File: src/logic/cps_defs.vh
// sequencer constants: data map, vectors, opcodes, alu functions, reset values
// assumes it is included by its bare name from the files under logic/
// How it works
// - program counter is a page bit over an 11-bit ripple counter, addressing 1K words.
// - counter steps by one per instruction unless a taken branch, jump, call, return, interrupt or reset loads it.
// - jumps and calls load the counter with the target carried in the instruction.
// - calls and interrupts push carry; interrupt return restores it, value return does not.
// - stack holds four 13-bit entries: carry on top, program counter below.
// - return instructions pop entries into the counter, last in first out.
// - calls and interrupts share four levels; a fifth push drops the oldest entry.
// - program space is 1024 sixteen-bit words, addresses 0x000 to 0x3FF.
// - vectors: reset 0x000, timer 0x002, port edge 0x004; odd slots unused.
// - data addresses 0x00-0x1F are system registers, 0x20-0x4F are 48 nibbles.
// - every register and nibble is reached directly by one instruction, no banking.
// - 4-bit accumulator takes alu results and moves data to registers and memory.
// - alu: add/sub with and without carry, decimal adjust, logic, right shift.
// - carry captures overflow or borrow of every arithmetic operation.
// - indirect address joins 4-bit low, 3-bit middle, 3-bit high pointer nibbles.
// - chip reset clears both enable flags and both request flags.
`ifndef CPS_DEFS_VH
`define CPS_DEFS_VH
// data map
`define CPS_A_IRQ_EN 10'h000
`define CPS_A_IRQ_REQ 10'h001
`define CPS_A_TJN 10'h00E
`define CPS_A_INDIR 10'h00F
`define CPS_A_IXL 10'h010
`define CPS_A_IXM 10'h011
`define CPS_A_IXH 10'h012
`define CPS_A_SYS_LAST 10'h01F
`define CPS_A_RAM_FIRST 10'h020
`define CPS_A_RAM_LAST 10'h04F
// flag bit positions in the enable and request registers
`define CPS_B_TMR 2
`define CPS_B_PORT 0
// reset values and vectors
`define CPS_RST_NIB 4'h0
`define CPS_VEC_RESET 12'h000
`define CPS_VEC_TMR 12'h002
`define CPS_VEC_PORT 12'h004
// instruction fields
`define CPS_OP_MSB 15
`define CPS_OP_LSB 12
`define CPS_FN_MSB 11
`define CPS_FN_LSB 8
`define CPS_ST_BIT 7
`define CPS_AD_MSB 6
// opcodes
`define CPS_OP_NOP 4'h0
`define CPS_OP_MEM 4'h1
`define CPS_OP_ADI 4'h2
`define CPS_OP_SBI 4'h3
`define CPS_OP_ANDIM 4'h4
`define CPS_OP_EORIM 4'h5
`define CPS_OP_ORIM 4'h6
`define CPS_OP_BIT 4'h7
`define CPS_OP_BAZ 4'h8
`define CPS_OP_BC 4'h9
`define CPS_OP_CALL 4'hA
`define CPS_OP_JMP 4'hB
`define CPS_OP_RETV 4'hC
`define CPS_OP_RETI 4'hD
`define CPS_OP_LDI 4'hE
// alu functions
`define CPS_F_ADC 4'h0
`define CPS_F_ADD 4'h1
`define CPS_F_SBC 4'h2
`define CPS_F_SUB 4'h3
`define CPS_F_AND 4'h4
`define CPS_F_XOR 4'h5
`define CPS_F_OR 4'h6
`define CPS_F_DADJA 4'h7
`define CPS_F_DADJS 4'h8
`define CPS_F_SRL 4'h9
`define CPS_F_LDA 4'hA
`define CPS_F_STA 4'hB
`endif

File: src/logic/cps_sequencer.v
// sequencer core: four-state fetch/decode/execute/interrupt engine, data map,
// core system registers and the 48-nibble data memory
// assumes the program store presents rom_data one cycle after rom_addr settles,
// and the peripheral registers answer per_rdata combinationally from per_addr
`timescale 1ns/1ps
`default_nettype none
`include "cps_defs.vh"
module cps_sequencer #(
  parameter STACK_DEPTH = 4,
  parameter RAM_WORDS = 48
) (
  // clock and reset
  input wire clk_sys,
  input wire reset_n,
  // program store
  output wire [9:0] rom_addr,
  input wire [15:0] rom_data,
  // peripheral system registers
  output wire [4:0] per_addr,
  output wire per_rd,
  output wire per_we,
  output wire [3:0] per_wdata,
  input wire [3:0] per_rdata,
  // interrupt events, one-cycle pulses
  input wire timer_overflow,
  input wire port_edge_source,
  // core state
  output wire [11:0] prog_counter,
  output wire page_select_bit,
  output wire [3:0] accumulator,
  output wire carry_flag,
  output wire [2:0] stack_depth
);
  localparam S_FETCH = 4'b0001;
  localparam S_DECODE = 4'b0010;
  localparam S_EXEC = 4'b0100;
  localparam S_IRQ = 4'b1000;

  reg [3:0] state_r;
  reg [11:0] pc_r;
  reg [9:0] rom_addr_r;
  reg [15:0] instr_r;
  reg [9:0] eaddr_r;
  reg [3:0] accumulator_r;
  reg carry_flag_r;
  reg [4:0] per_addr_r;
  reg per_rd_r;
  reg per_we_r;
  reg [3:0] per_wdata_r;
  reg timer_irq_enable_r;
  reg port_irq_enable_r;
  reg timer_irq_request_r;
  reg port_irq_request_r;
  reg [3:0] table_jump_nibble_r;
  reg [3:0] index_pointer_low_r;
  reg [2:0] index_pointer_mid_r;
  reg [2:0] index_pointer_high_r;
  reg [3:0] ram [0:RAM_WORDS-1];

  reg [3:0] mem_rd;
  reg [3:0] alu_fn;
  reg [3:0] alu_a;
  reg [3:0] alu_b;
  reg acc_we;
  reg mem_we;
  reg [11:0] pc_nxt;
  reg stk_push;
  reg stk_pop;
  reg [12:0] push_data;
  wire [3:0] alu_res;
  wire alu_carry;
  wire alu_carry_we;
  wire [12:0] stk_top;

  function is_ram;
    input [9:0] a;
    begin
      is_ram = (a >= `CPS_A_RAM_FIRST) && (a <= `CPS_A_RAM_LAST);
    end
  endfunction

  // system addresses not held here go out to the peripheral port
  function is_ext;
    input [9:0] a;
    begin
      is_ext = (a <= `CPS_A_SYS_LAST) && (a != `CPS_A_IRQ_EN) && (a != `CPS_A_IRQ_REQ) &&
        ((a < `CPS_A_TJN) || (a > `CPS_A_IXH));
    end
  endfunction

  // decode straight from the store so the peripheral address is ready in execute
  wire [3:0] dec_op = rom_data[`CPS_OP_MSB:`CPS_OP_LSB];
  wire [9:0] dec_dir = {3'b000, rom_data[`CPS_AD_MSB:0]};
  wire [9:0] dec_addr = (dec_dir == `CPS_A_INDIR) ?
    {index_pointer_high_r, index_pointer_mid_r, index_pointer_low_r} : dec_dir;
  wire dec_mem = (dec_op == `CPS_OP_MEM) || ((dec_op >= `CPS_OP_ADI) && (dec_op <= `CPS_OP_ORIM));

  wire [3:0] op = instr_r[`CPS_OP_MSB:`CPS_OP_LSB];
  wire [3:0] fn = instr_r[`CPS_FN_MSB:`CPS_FN_LSB];
  wire [9:0] ram_off = eaddr_r - `CPS_A_RAM_FIRST;
  wire [5:0] ram_idx = ram_off[5:0];
  wire exec = (state_r == S_EXEC);
  wire sys_we = exec && mem_we;
  wire irq_tmr = timer_irq_enable_r && timer_irq_request_r;
  wire irq_port = port_irq_enable_r && port_irq_request_r;
  // timer wins when both are pending
  wire [11:0] irq_vec = irq_tmr ? `CPS_VEC_TMR : `CPS_VEC_PORT;
  // page bit is held, not carried into
  wire [11:0] pc_inc = {pc_r[11], pc_r[10:0] + 11'h001};
  wire [11:0] br_pc = {pc_r[11], 1'b0, instr_r[9:0]};

  // one flat map, so every location is one direct operand away
  always @*
  begin
    mem_rd = 4'h0;
    if (is_ram(eaddr_r))
      mem_rd = ram[ram_idx];
    else if (is_ext(eaddr_r))
      mem_rd = per_rdata;
    else
      case (eaddr_r)
        `CPS_A_IRQ_EN: mem_rd = {1'b0, timer_irq_enable_r, 1'b0, port_irq_enable_r};
        `CPS_A_IRQ_REQ: mem_rd = {1'b0, timer_irq_request_r, 1'b0, port_irq_request_r};
        `CPS_A_TJN: mem_rd = table_jump_nibble_r;
        `CPS_A_IXL: mem_rd = index_pointer_low_r;
        `CPS_A_IXM: mem_rd = {1'b0, index_pointer_mid_r};
        `CPS_A_IXH: mem_rd = {1'b0, index_pointer_high_r};
        default: mem_rd = 4'h0;
      endcase
  end

  always @*
  begin
    alu_fn = fn;
    alu_a = accumulator_r;
    alu_b = mem_rd;
    acc_we = 1'b0;
    mem_we = 1'b0;
    case (op)
      `CPS_OP_MEM:
      begin
        acc_we = (fn != `CPS_F_STA);
        mem_we = instr_r[`CPS_ST_BIT] || (fn == `CPS_F_STA);
      end
      `CPS_OP_ADI, `CPS_OP_SBI:
      begin
        alu_fn = (op == `CPS_OP_ADI) ? `CPS_F_ADD : `CPS_F_SUB;
        alu_a = mem_rd;
        alu_b = fn;
        acc_we = 1'b1;
      end
      `CPS_OP_ANDIM, `CPS_OP_EORIM, `CPS_OP_ORIM:
      begin
        alu_fn = (op == `CPS_OP_ANDIM) ? `CPS_F_AND : (op == `CPS_OP_EORIM) ? `CPS_F_XOR : `CPS_F_OR;
        alu_a = mem_rd;
        alu_b = fn;
        acc_we = 1'b1;
        mem_we = 1'b1;
      end
      `CPS_OP_LDI, `CPS_OP_RETV:
      begin
        alu_fn = `CPS_F_LDA;
        alu_b = instr_r[3:0];
        acc_we = 1'b1;
      end
      default: alu_fn = fn;
    endcase
  end

  always @*
  begin
    pc_nxt = pc_inc;
    stk_push = 1'b0;
    stk_pop = 1'b0;
    push_data = {carry_flag_r, pc_inc};
    if (state_r == S_IRQ)
    begin
      pc_nxt = irq_vec;
      stk_push = 1'b1;
      push_data = {carry_flag_r, pc_r};
    end
    else if (exec)
      case (op)
        `CPS_OP_BIT:
          if (accumulator_r[instr_r[11:10]])
            pc_nxt = br_pc;
        `CPS_OP_BAZ:
          if (accumulator_r == 4'h0)
            pc_nxt = br_pc;
        `CPS_OP_BC:
          if (carry_flag_r)
            pc_nxt = br_pc;
        `CPS_OP_JMP: pc_nxt = instr_r[11:0];
        `CPS_OP_CALL:
        begin
          pc_nxt = instr_r[11:0];
          stk_push = 1'b1;
        end
        `CPS_OP_RETV, `CPS_OP_RETI:
        begin
          pc_nxt = stk_top[11:0];
          stk_pop = 1'b1;
        end
        default: pc_nxt = pc_inc;
      endcase
  end

  cps_alu u_alu (
    .func(alu_fn),
    .a(alu_a),
    .b(alu_b),
    .cin(carry_flag_r),
    .res(alu_res),
    .cout(alu_carry),
    .carry_we(alu_carry_we)
  );

  cps_stack #(
    .DEPTH(STACK_DEPTH),
    .WIDTH(13),
    .CNTW(3)
  ) u_stack (
    .clk_sys(clk_sys),
    .reset_n(reset_n),
    .push(stk_push),
    .pop(stk_pop),
    .push_data(push_data),
    .top_data(stk_top),
    .depth(stack_depth)
  );

  always @(posedge clk_sys or negedge reset_n)
  begin
    if (!reset_n)
    begin
      state_r <= S_FETCH;
      pc_r <= `CPS_VEC_RESET;
      rom_addr_r <= 10'h000;
      instr_r <= 16'h0000;
      eaddr_r <= 10'h000;
      accumulator_r <= `CPS_RST_NIB;
      carry_flag_r <= 1'b0;
      per_addr_r <= 5'h00;
      per_rd_r <= 1'b0;
      per_we_r <= 1'b0;
      per_wdata_r <= `CPS_RST_NIB;
    end
    else
    begin
      per_we_r <= 1'b0;
      case (state_r)
        S_FETCH:
          state_r <= (irq_tmr || irq_port) ? S_IRQ : S_DECODE;
        S_DECODE:
        begin
          instr_r <= rom_data;
          eaddr_r <= dec_addr;
          per_addr_r <= dec_addr[4:0];
          per_rd_r <= dec_mem && is_ext(dec_addr);
          state_r <= S_EXEC;
        end
        S_EXEC:
        begin
          per_rd_r <= 1'b0;
          if (acc_we)
            accumulator_r <= alu_res;
          if (alu_carry_we && (acc_we || mem_we))
            carry_flag_r <= alu_carry;
          if (op == `CPS_OP_RETI)
            carry_flag_r <= stk_top[12];
          if (mem_we && is_ext(eaddr_r))
          begin
            per_we_r <= 1'b1;
            per_wdata_r <= alu_res;
          end
          pc_r <= pc_nxt;
          rom_addr_r <= pc_nxt[9:0];
          state_r <= S_FETCH;
        end
        S_IRQ:
        begin
          pc_r <= pc_nxt;
          rom_addr_r <= pc_nxt[9:0];
          state_r <= S_FETCH;
        end
        default: state_r <= S_FETCH;
      endcase
    end
  end

  // core system registers; hardware set wins over a software clear
  always @(posedge clk_sys or negedge reset_n)
  begin
    if (!reset_n)
    begin
      timer_irq_enable_r <= 1'b0;
      port_irq_enable_r <= 1'b0;
      timer_irq_request_r <= 1'b0;
      port_irq_request_r <= 1'b0;
      table_jump_nibble_r <= `CPS_RST_NIB;
      index_pointer_low_r <= `CPS_RST_NIB;
      index_pointer_mid_r <= 3'h0;
      index_pointer_high_r <= 3'h0;
    end
    else
    begin
      if (sys_we)
        case (eaddr_r)
          `CPS_A_IRQ_EN:
          begin
            timer_irq_enable_r <= alu_res[`CPS_B_TMR];
            port_irq_enable_r <= alu_res[`CPS_B_PORT];
          end
          `CPS_A_IRQ_REQ:
          begin
            timer_irq_request_r <= alu_res[`CPS_B_TMR];
            port_irq_request_r <= alu_res[`CPS_B_PORT];
          end
          `CPS_A_TJN: table_jump_nibble_r <= alu_res;
          `CPS_A_IXL: index_pointer_low_r <= alu_res;
          `CPS_A_IXM: index_pointer_mid_r <= alu_res[2:0];
          `CPS_A_IXH: index_pointer_high_r <= alu_res[2:0];
          default: table_jump_nibble_r <= table_jump_nibble_r;
        endcase
      // entry acknowledges only the source that was taken
      if (state_r == S_IRQ && irq_tmr)
        timer_irq_request_r <= 1'b0;
      else if (state_r == S_IRQ)
        port_irq_request_r <= 1'b0;
      if (timer_overflow)
        timer_irq_request_r <= 1'b1;
      if (port_edge_source)
        port_irq_request_r <= 1'b1;
    end
  end

  // data nibbles carry no reset; software initialises them
  always @(posedge clk_sys)
  begin
    if (sys_we && is_ram(eaddr_r))
      ram[ram_idx] <= alu_res;
  end

  assign rom_addr = rom_addr_r;
  assign per_addr = per_addr_r;
  assign per_rd = per_rd_r;
  assign per_we = per_we_r;
  assign per_wdata = per_wdata_r;
  assign prog_counter = pc_r;
  assign page_select_bit = pc_r[11];
  assign accumulator = accumulator_r;
  assign carry_flag = carry_flag_r;
endmodule
`default_nettype wire

File: src/logic/cps_alu.v
// combinational 4-bit alu with carry
// assumes the caller gates carry_we with an actual write-back
`timescale 1ns/1ps
`default_nettype none
`include "cps_defs.vh"
module cps_alu (
  // operation
  input wire [3:0] func,
  input wire [3:0] a,
  input wire [3:0] b,
  input wire cin,
  // result
  output reg [3:0] res,
  output reg cout,
  output reg carry_we
);
  reg [4:0] sum;
  reg [4:0] tmp;
  reg arith;

  function [4:0] add5;
    input [3:0] x;
    input [3:0] y;
    input c;
    begin
      add5 = {1'b0, x} + {1'b0, y} + {4'h0, c};
    end
  endfunction

  // carry set means no borrow on subtraction
  always @*
  begin
    sum = 5'h00;
    tmp = 5'h00;
    arith = 1'b1;
    res = a;
    case (func)
      `CPS_F_ADC: sum = add5(a, b, cin);
      `CPS_F_ADD: sum = add5(a, b, 1'b0);
      `CPS_F_SBC: sum = add5(a, ~b, cin);
      `CPS_F_SUB: sum = add5(a, ~b, 1'b1);
      `CPS_F_DADJA:
      begin
        tmp = add5(a, 4'h6, 1'b0);
        sum = (cin || a > 4'h9) ? {1'b1, tmp[3:0]} : {1'b0, a};
      end
      `CPS_F_DADJS:
      begin
        tmp = add5(a, 4'hA, 1'b0);
        sum = cin ? {1'b1, a} : {1'b0, tmp[3:0]};
      end
      default: arith = 1'b0;
    endcase
    case (func)
      `CPS_F_AND: res = a & b;
      `CPS_F_XOR: res = a ^ b;
      `CPS_F_OR: res = a | b;
      `CPS_F_SRL: res = {1'b0, a[3:1]};
      `CPS_F_LDA: res = b;
      `CPS_F_STA: res = a;
      default: res = sum[3:0];
    endcase
    cout = arith ? sum[4] : cin;
    carry_we = arith;
  end
endmodule
`default_nettype wire

File: src/logic/cps_stack.v
// shift-register return stack, newest entry at index 0
// assumes push and pop are never asserted together
`timescale 1ns/1ps
`default_nettype none
`include "cps_defs.vh"
module cps_stack #(
  parameter DEPTH = 4,
  parameter WIDTH = 13,
  parameter CNTW = 3
) (
  // clock and reset
  input wire clk_sys,
  input wire reset_n,
  // control
  input wire push,
  input wire pop,
  input wire [WIDTH-1:0] push_data,
  // state
  output wire [WIDTH-1:0] top_data,
  output reg [CNTW-1:0] depth
);
  reg [WIDTH-1:0] entry_r [0:DEPTH-1];
  integer i;

  assign top_data = entry_r[0];

  always @(posedge clk_sys or negedge reset_n)
  begin
    if (!reset_n)
    begin
      for (i = 0; i < DEPTH; i = i + 1)
        entry_r[i] <= {WIDTH{1'b0}};
      depth <= {CNTW{1'b0}};
    end
    else if (push)
    begin
      // the oldest entry falls off the bottom
      for (i = DEPTH - 1; i > 0; i = i - 1)
        entry_r[i] <= entry_r[i-1];
      entry_r[0] <= push_data;
      if (depth != DEPTH[CNTW-1:0])
        depth <= depth + {{(CNTW-1){1'b0}}, 1'b1};
    end
    else if (pop)
    begin
      for (i = 0; i < DEPTH - 1; i = i + 1)
        entry_r[i] <= entry_r[i+1];
      entry_r[DEPTH-1] <= {WIDTH{1'b0}};
      if (depth != {CNTW{1'b0}})
        depth <= depth - {{(CNTW-1){1'b0}}, 1'b1};
    end
  end
endmodule
`default_nettype wire

File: config.mk
export PLATFORM = sky130hd
export DESIGN_NAME = cps_sequencer
export DESIGN_NICKNAME = d
export VERILOG_FILES = /design/src/logic/cps_sequencer.v /design/src/logic/cps_alu.v /design/src/logic/cps_stack.v
export VERILOG_INCLUDE_DIRS = /design/src /design/src/logic
export SDC_FILE = /design/constraint.sdc
export NUM_CORES = 1
export LEC_CHECK = 0
export BUFFER_PORTS_ARGS = -buffer_cell sky130_fd_sc_hd__buf_2
export CORE_MARGIN = 2
export CORE_UTILIZATION = 44
export DETAILED_ROUTE_END_ITERATION = 8
export PLACE_DENSITY = 0.6
export REMOVE_ABC_BUFFERS = 1
export SYNTH_ARGS = -nofsm -noshare
export SYNTH_HDL_FRONTEND = slang
export SYNTH_SLANG_ARGS = --single-unit
File: constraint.sdc
create_clock -name clk_sys -period 7.45 [get_ports clk_sys]
set_input_delay 1.49 -clock clk_sys [delete_from_list [all_inputs] [get_ports clk_sys]]
set_output_delay 1.49 -clock clk_sys [all_outputs]
set_load 0.02 [all_outputs]
After elaboration in Yosys (flattened, before gate mapping)
Memory sizes are Yosys's and may differ from the RTL's.
Index checks and enable logic that the tools add are counted.
W data, S select, Z words.
{ "totals": {"ff_bits": 141, "mem_bits_rw": 192, "in_bits": 24, "output_inout_bits": 42, "n_memories": 1} }
{ "op_classes": {"n_addsub": 11, "n_lt_le_gt_ge": 12, "n_eq_ne": 45, "n_mux": 57, "n_bitwise": 4, "n_reduce_logical": 57} }
{ "memory_table": {"columns": ["name", "words", "width", "read_ports", "rd_clocked_by_memory_dff", "wr", "line", "rtl"], "rows": [
  ["ram", 48, 4, 1, 0, 1, "cps_sequencer.v:58", "reg [3:0] ram [0:RAM_WORDS-1];"]
]} }
{ "op_table": {"columns": ["operator", "count"], "rows": [
  ["$mux W52", 2],
  ["$pmux W12 S5", 1],
  ["$eq A4 B4 Y1 const B", 13],
  ["$pmux W4 S6", 2],
  ["$mux W11", 4],
  ["$eq A4 B3 Y1 const B", 9],
  ["$eq A10 B5 Y1 const B", 3],
  ["$pmux W5 S6", 1],
  ["$mux W1", 24],
  ["$eq A4 B2 Y1 const B", 5],
  ["$gt A10 B5 Y1 const B", 2],
  ["$le A10 B5 Y1 const B", 2],
  ["$lt A10 B4 Y1 const B", 2],
  ["$ne A10 B1 Y1 const B", 2],
  ["$reduce_bool A10 Y1", 2],
  ["$eq A4 B1 Y1 const B", 4],
  ["$logic_and A1 B1 Y1", 16],
  ["$mux W4", 4],
  ["$pmux W4 S2", 2],
  ["$reduce_and A2 Y1", 8],
  ["$mux W3", 5],
  ["$mux W12", 1],
  ["$pmux W4 S3", 1],
  ["$reduce_bool A3 Y1", 4],
  ["42 further kinds", 67]
]} }

Logic depth before layout (Yosys ltp)
{ "logic_depth": {"ltp_word": 17, "mapped_depth": 21, "ltp_nobuf": 17} }

Modules after synthesis
Synthesis repeated with hierarchy kept, for this count alone.
{ "hier_totals": {"hier_cells": 1349, "hier_area_um2": 16009.1} }
{ "by_module_without_submodules": {"columns": ["module", "n_inst", "cells_each", "area_each_um2", "seq_area_each_um2"], "rows": [
  ["cps_sequencer", 1, 926, 12235.5, 7543.5],
  ["cps_stack", 1, 262, 2661.3, 1376.3],
  ["cps_alu", 1, 161, 1112.3, 0.0]
]} }

Worst setup path before layout
No wires, ideal clock.
{ "synth_path": {"path_kind": "input to register", "startpoint": "in per_rdata[2]", "endpoint": "mem ram[0][3] (data pin)", "setup_time_ns": 0.459, "arrival_ns": 4.671, "path_slack_ns": 2.320, "stages": 14, "path_cell_list": "a2111o_1 a22o_1 and2_4 a221o_1 ha_1 clkbuf_1 inv_1 o21a_1 or3_1 a21oi_1 nand2b_1 o2111ai_1 nor2_1 nand2_1"} }
{ "synth_via": {"elab_chain_len": 8, "word_cells_on_any_way": 18} }
{ "synth_lines": {"columns": ["item", "line", "rtl"], "rows": [
  ["from (decl)", "cps_sequencer.v:23", "input wire [3:0] per_rdata,"],
  ["$mux W4 (*)", "cps_sequencer.v:118", "else if (is_ext(eaddr_r))"],
  ["$mux W4 (*)", "cps_sequencer.v:116", "if (is_ram(eaddr_r))"],
  ["$pmux W4 S2 / $mux W4 (equally long branches)", "cps_sequencer.v:139", "case (op)"],
  ["$not A4 Y4 / $gt A4 B4 Y1 (equally long branches)", "cps_alu.v:40, cps_alu.v:41, cps_alu.v:45", null],
  ["$add A4 B4 Y5 / $logic_or A1 B1 Y1 (equally long branches)", "cps_alu.v:26, cps_alu.v:45", null],
  ["$add A5 B1 Y5 / $mux W5 (equally long branches)", "cps_alu.v:26, cps_alu.v:45", null],
  ["$pmux W5 S6 (*)", "cps_alu.v:37", "case (func)"],
  ["$pmux W4 S6 (*)", "cps_alu.v:54", "case (func)"],
  ["via alu_res[3]", "cps_sequencer.v:70", "wire [3:0] alu_res;"],
  ["to (decl)", "cps_sequencer.v:58", null]
]} }
Mark *: on every way through the listed nets, which the timed path passes. The rest lies on a longest branch.

Final worst setup path
{ "layout_path": {"startpoint": "reg eaddr_r[0]", "endpoint": "reg timer_irq_enable_r"} }
{ "layout_via": {"elab_chain_len": 12, "word_cells_on_any_way": 43} }
{ "layout_lines": {"columns": ["item", "line", "rtl"], "rows": [
  ["from (decl)", "cps_sequencer.v:43", "reg [9:0] eaddr_r;"],
  ["from (signal assigned)", "cps_sequencer.v:257", "eaddr_r <= dec_addr;"],
  ["parallel branches: the longest is 5 deep, another holds $sub A6 B6 Y6", null, null],
  ["$mux W4 (*)", "cps_sequencer.v:116", null],
  ["$pmux W4 S2 / $mux W4 (equally long branches)", "cps_sequencer.v:139", null],
  ["$not A4 Y4 / $gt A4 B4 Y1 (equally long branches)", "cps_alu.v:40, cps_alu.v:41, cps_alu.v:45", null],
  ["$add A4 B4 Y5 / $logic_or A1 B1 Y1 (equally long branches)", "cps_alu.v:26, cps_alu.v:45", null],
  ["$add A5 B1 Y5 / $mux W5 (equally long branches)", "cps_alu.v:26, cps_alu.v:45", null],
  ["$pmux W5 S6", "cps_alu.v:37", null],
  ["$pmux W4 S6 (*)", "cps_alu.v:54", null],
  ["via alu_res[2]", "cps_sequencer.v:70", null],
  ["to (signal assigned)", "cps_sequencer.v:311", "timer_irq_enable_r <= alu_res[`CPS_B_TMR];"],
  ["to (decl)", "cps_sequencer.v:50", "reg timer_irq_enable_r;"]
]} }
Mark *: on every way through the listed nets, which the timed path passes.
A chain may end at the register's enable or synchronous reset.

==> flow_metrics.tcl <==
set metrics [dict create \
    status "finished clean" \
    ios 66 \
    overflow 0 \
    dieArea_um2 37500 \
    grt_max_degree 67 \
    synthCells 1376 \
    core-area_um2 35500 \
    critPathLaunchType "flip-flop" \
    grt_pass1_vias 11000 \
    cp.arrival_ns 6.64 \
    worst_hold_path_type "flip-flop to flip-flop" \
    cp-end-kind "flip-flop" \
    cp.required_ns 7.86 \
    dpl.hpwl_mm 29.0 \
    synth_top_area_share_pct 36.4 \
    ys_warn_count 0 \
    async_reset_ff_share_pct 39.6 \
    post-route-min-period_ns 6.23 \
    antenna_cells 0 \
    worst_slew_pin_slew_ns 1.16 \
    layout.nets 1461 \
    r2r-end "timer_irq_enable_r$_DFFE_PN0P_" \
    setup_tns_ns 0 \
    utilization_pct 50.1 \
    die_w_um 194 \
    maxCapViolCount 0 \
    min_to "eaddr_r[9]$_DFFE_PN0P_" \
    power.static_leakage_nw 6.90 \
    avgRoutedWirePerCell_um 22.5 \
    fmaxAchievable_ghz 0.161 \
    slew_violations 0 \
    cts.clk_slew.worst_paths_ns 0.06 \
    synthTopCellsByArea "edfxtp_1, dfrtp_1, nand2_1" \
    route.detailed.drc 0 \
    hold_viol_final 0 \
    rr_startpoint "eaddr_r[0]$_DFFE_PN0P_" \
    fin_skew_ns 0.0268 \
    ys_seq_area_share_pct 56.3 \
    peakVddDrop_mv 0.498 \
    grt_util_met1_pct 32.9 \
    crit_fanout 55 \
    ant_nets 0 \
    drive_above_1_share_pct 16.7 \
    rsz0062_at_grt "no" \
    post-route-period-util_pct 83.6 \
    dp.cells 1838 \
    use_met3_pct 3.34 \
    clockBufferDepth 3 \
    tritoncts "yes" \
    antenna_found_initial 0 \
    wl_mm 42.8 \
    rrSetupSlack_ns 1.22 \
    power_density_nw_per_um2 533 \
    synth-seq-cells 318 \
    whs_path_depth 2 \
    hold_start "eaddr_r[9]$_DFFE_PN0P_" \
    slew_headroom_pct 21.7 \
    met2_usage_pct 35.9 \
    htree_levels 2 \
    port_buffers 65 \
    gr-usage-all-layers_pct 22.6 \
    vias 11400 \
    cts_buffers 37 \
    cts_setup_buffers 0 \
    fin_cells 1905 \
    final_area_um2 17800 \
    gp_congestion 0.854 \
    via_per_inst 6.00 \
    dr.pass1.iters 5 \
    cts_num_sinks 318 \
    area_delta_synth_final_pct 12.2 \
    hold_buffers 0 \
    synth_area_leader_cell "edfxtp_1" \
    synthDistinctLibCells 93 \
    syn_area_um2 15800 \
    synth_edf_count 192 \
    post_cts_resized 0 \
    fp.dieH_um 194 \
    drtIter0Drc 1098 \
    clk-insertion-delay-late_ns 0.55 \
    synth.avg_cell_area_um2 11.5 \
    dpl_cell_area_um2 16500 \
    setup_viol 0 \
    critical_path_class "flip-flop to flip-flop" \
    clockRootBuffer "clkbuf_16" \
    grt_pass1_wl_mm 67.1 \
    finalPower_w 0.00948 \
    synth_flop_cell "edfxtp_1" \
    num_rows 69 \
    reg2regPathDepth 16 \
    start_util_pct 44.6 \
    critPathLaunch "eaddr_r[0]$_DFFE_PN0P_" \
    busiest_layer "met2" \
]
power by group:
| part | total [W] | switching (W) | leakage (nW) | internal (W) |
|---|---|---|---|---|
| combinational | 0.00408 | 0.00280 | 2.97 | 0.00128 |
| sequential | 0.00350 | 0.000443 | 3.29 | 0.00306 |
| clock | 0.00189 | 0.000743 | 0.639 | 0.00115 |
cells in the mapped netlist (11+ instances only):
master and count:
a21oi_1 48, mux2i_1 45, clkbuf_1 38, and3_1 24, nand3_1 61, a221oi_1 13, a31oi_1 26, nor2_1 122
nor3_1 26, edfxtp_1 192, a22oi_1 36, nand2_1 202, mux4_2 31, inv_1 24, ha_1 18, dfrtp_1 125
buf_4 22, o21ai_0 62, nor2b_1 15, mux2_2 21, o22ai_1 11
worst max path at each step:
stage | endpoint | slack (ns) | depth (start not counted)
after floorplan | index_pointer_low_r[2]$_DFFE_PN0P_ | 1.01 | 16
after global placement | index_pointer_mid_r[2]$_DFFE_PN0P_ | 1.35 | 16
after detailed placement | accumulator[2]$_DFFE_PN0P_ | 1.20 | 16
after CTS | timer_irq_enable_r$_DFFE_PN0P_ | 1.21 | 16
after global routing | index_pointer_low_r[2]$_DFFE_PN0P_ | 0.79 | 16
final | timer_irq_enable_r$_DFFE_PN0P_ | 1.22 | 16
layer usage:
metal  part of all wire, %  up-vias
met4                   1.7        0
met3                   5.5       54
met1                    45     5725
met5                     0        -
met2                    48      434
li1                      -     5220
worst max-delay path, stage by stage (launching register included):
cell	delay, ns
dfrtp_2	0.94
mux4_2	0.58
mux4_2	0.52
mux2i_1	0.24
nor2_1	0.08
a221oi_2	0.42
o21ai_0	0.24
ha_1	0.33
fa_1	0.60
ha_1	0.21
xor2_1	0.14
a21oi_1	0.06
o21ai_0	0.20
o2111ai_1	0.14
a211o_1	0.27
a221o_2	0.68
mux2_2	0.42
placed cells by master (no fill, tap or decap), types with 9 or more instances in the layout:
master     synthesis  layout
a31oi_1           26      26
nand2b_1          10      10
inv_1             24      24
o21ai_0           62      62
mux2_2            21      21
nand2_1          202     202
dfrtp_1          125     123
nand3_1           61      61
buf_2             10      64
a221oi_1          13      13
and3_1            24      24
o22ai_1           11      11
a22oi_1           36      36
clkbuf_16          0      37
nor2b_1           15      15
mux4_2            31      31
edfxtp_1         192     192
nand4_1            9       9
nor3_1            26      25
and2_1            10      10
buf_4             22      24
mux2i_1           45      45
nor2_1           122     120
a21oi_1           48      48
ha_1              18      18
clkinv_2           0      10
final cells by class:
type | instances | area [um^2]
clock buffer | 45 | 1010
clock inverter | 22 | 294
fill | 3127 | 17700
inverter | 28 | 105
multi-input combinational | 942 | 6350
sequential | 318 | 8920
tap | 461 | 577
timing repair buffer | 89 | 512
through the flow:
stage	hold slack [ns]	setup WS, ns
floorplan	0.430	1.01
global placement	0.445	1.35
detailed placement	0.451	1.20
CTS	0.461	1.21
global route	0.485	0.787
finish	0.456	1.22
state kept, by name (all words and copies together), names as in the netlist:
name                  flops
index_pointer_mid_r       3
index_pointer_high_r      3
table_jump_nibble_r       4
u_stack.entry_r          39
ram                     192
eaddr_r                  10
per_wdata                 4
prog_counter             12
u_stack.top_data         13
state_r                   4
carry_flag                1
port_irq_enable_r         1
accumulator               4
port_irq_request_r        1
timer_irq_request_r       1
instr_r                  16
per_rd                    1
per_we                    1
timer_irq_enable_r        1
index_pointer_low_r       4
u_stack.depth             3
cells by family (layout without fill, tap and decap cells):
logic type / count (synthesis) / after routing / synth area share, %
adders and majority gates: 21 / 21 / 1.80
and+or+nand+nor: 518 / 518 / 14.9
AOI/OAI and AO/OA: 285 / 285 / 12.7
muxes: 103 / 103 / 9.52
xor gates and xnor gates: 15 / 15 / 0.829
DFF: 318 / 318 / 56.3
buffers and inverters: 116 / 184 / 3.88
Note: power is estimated with default switching activity, not from simulation.
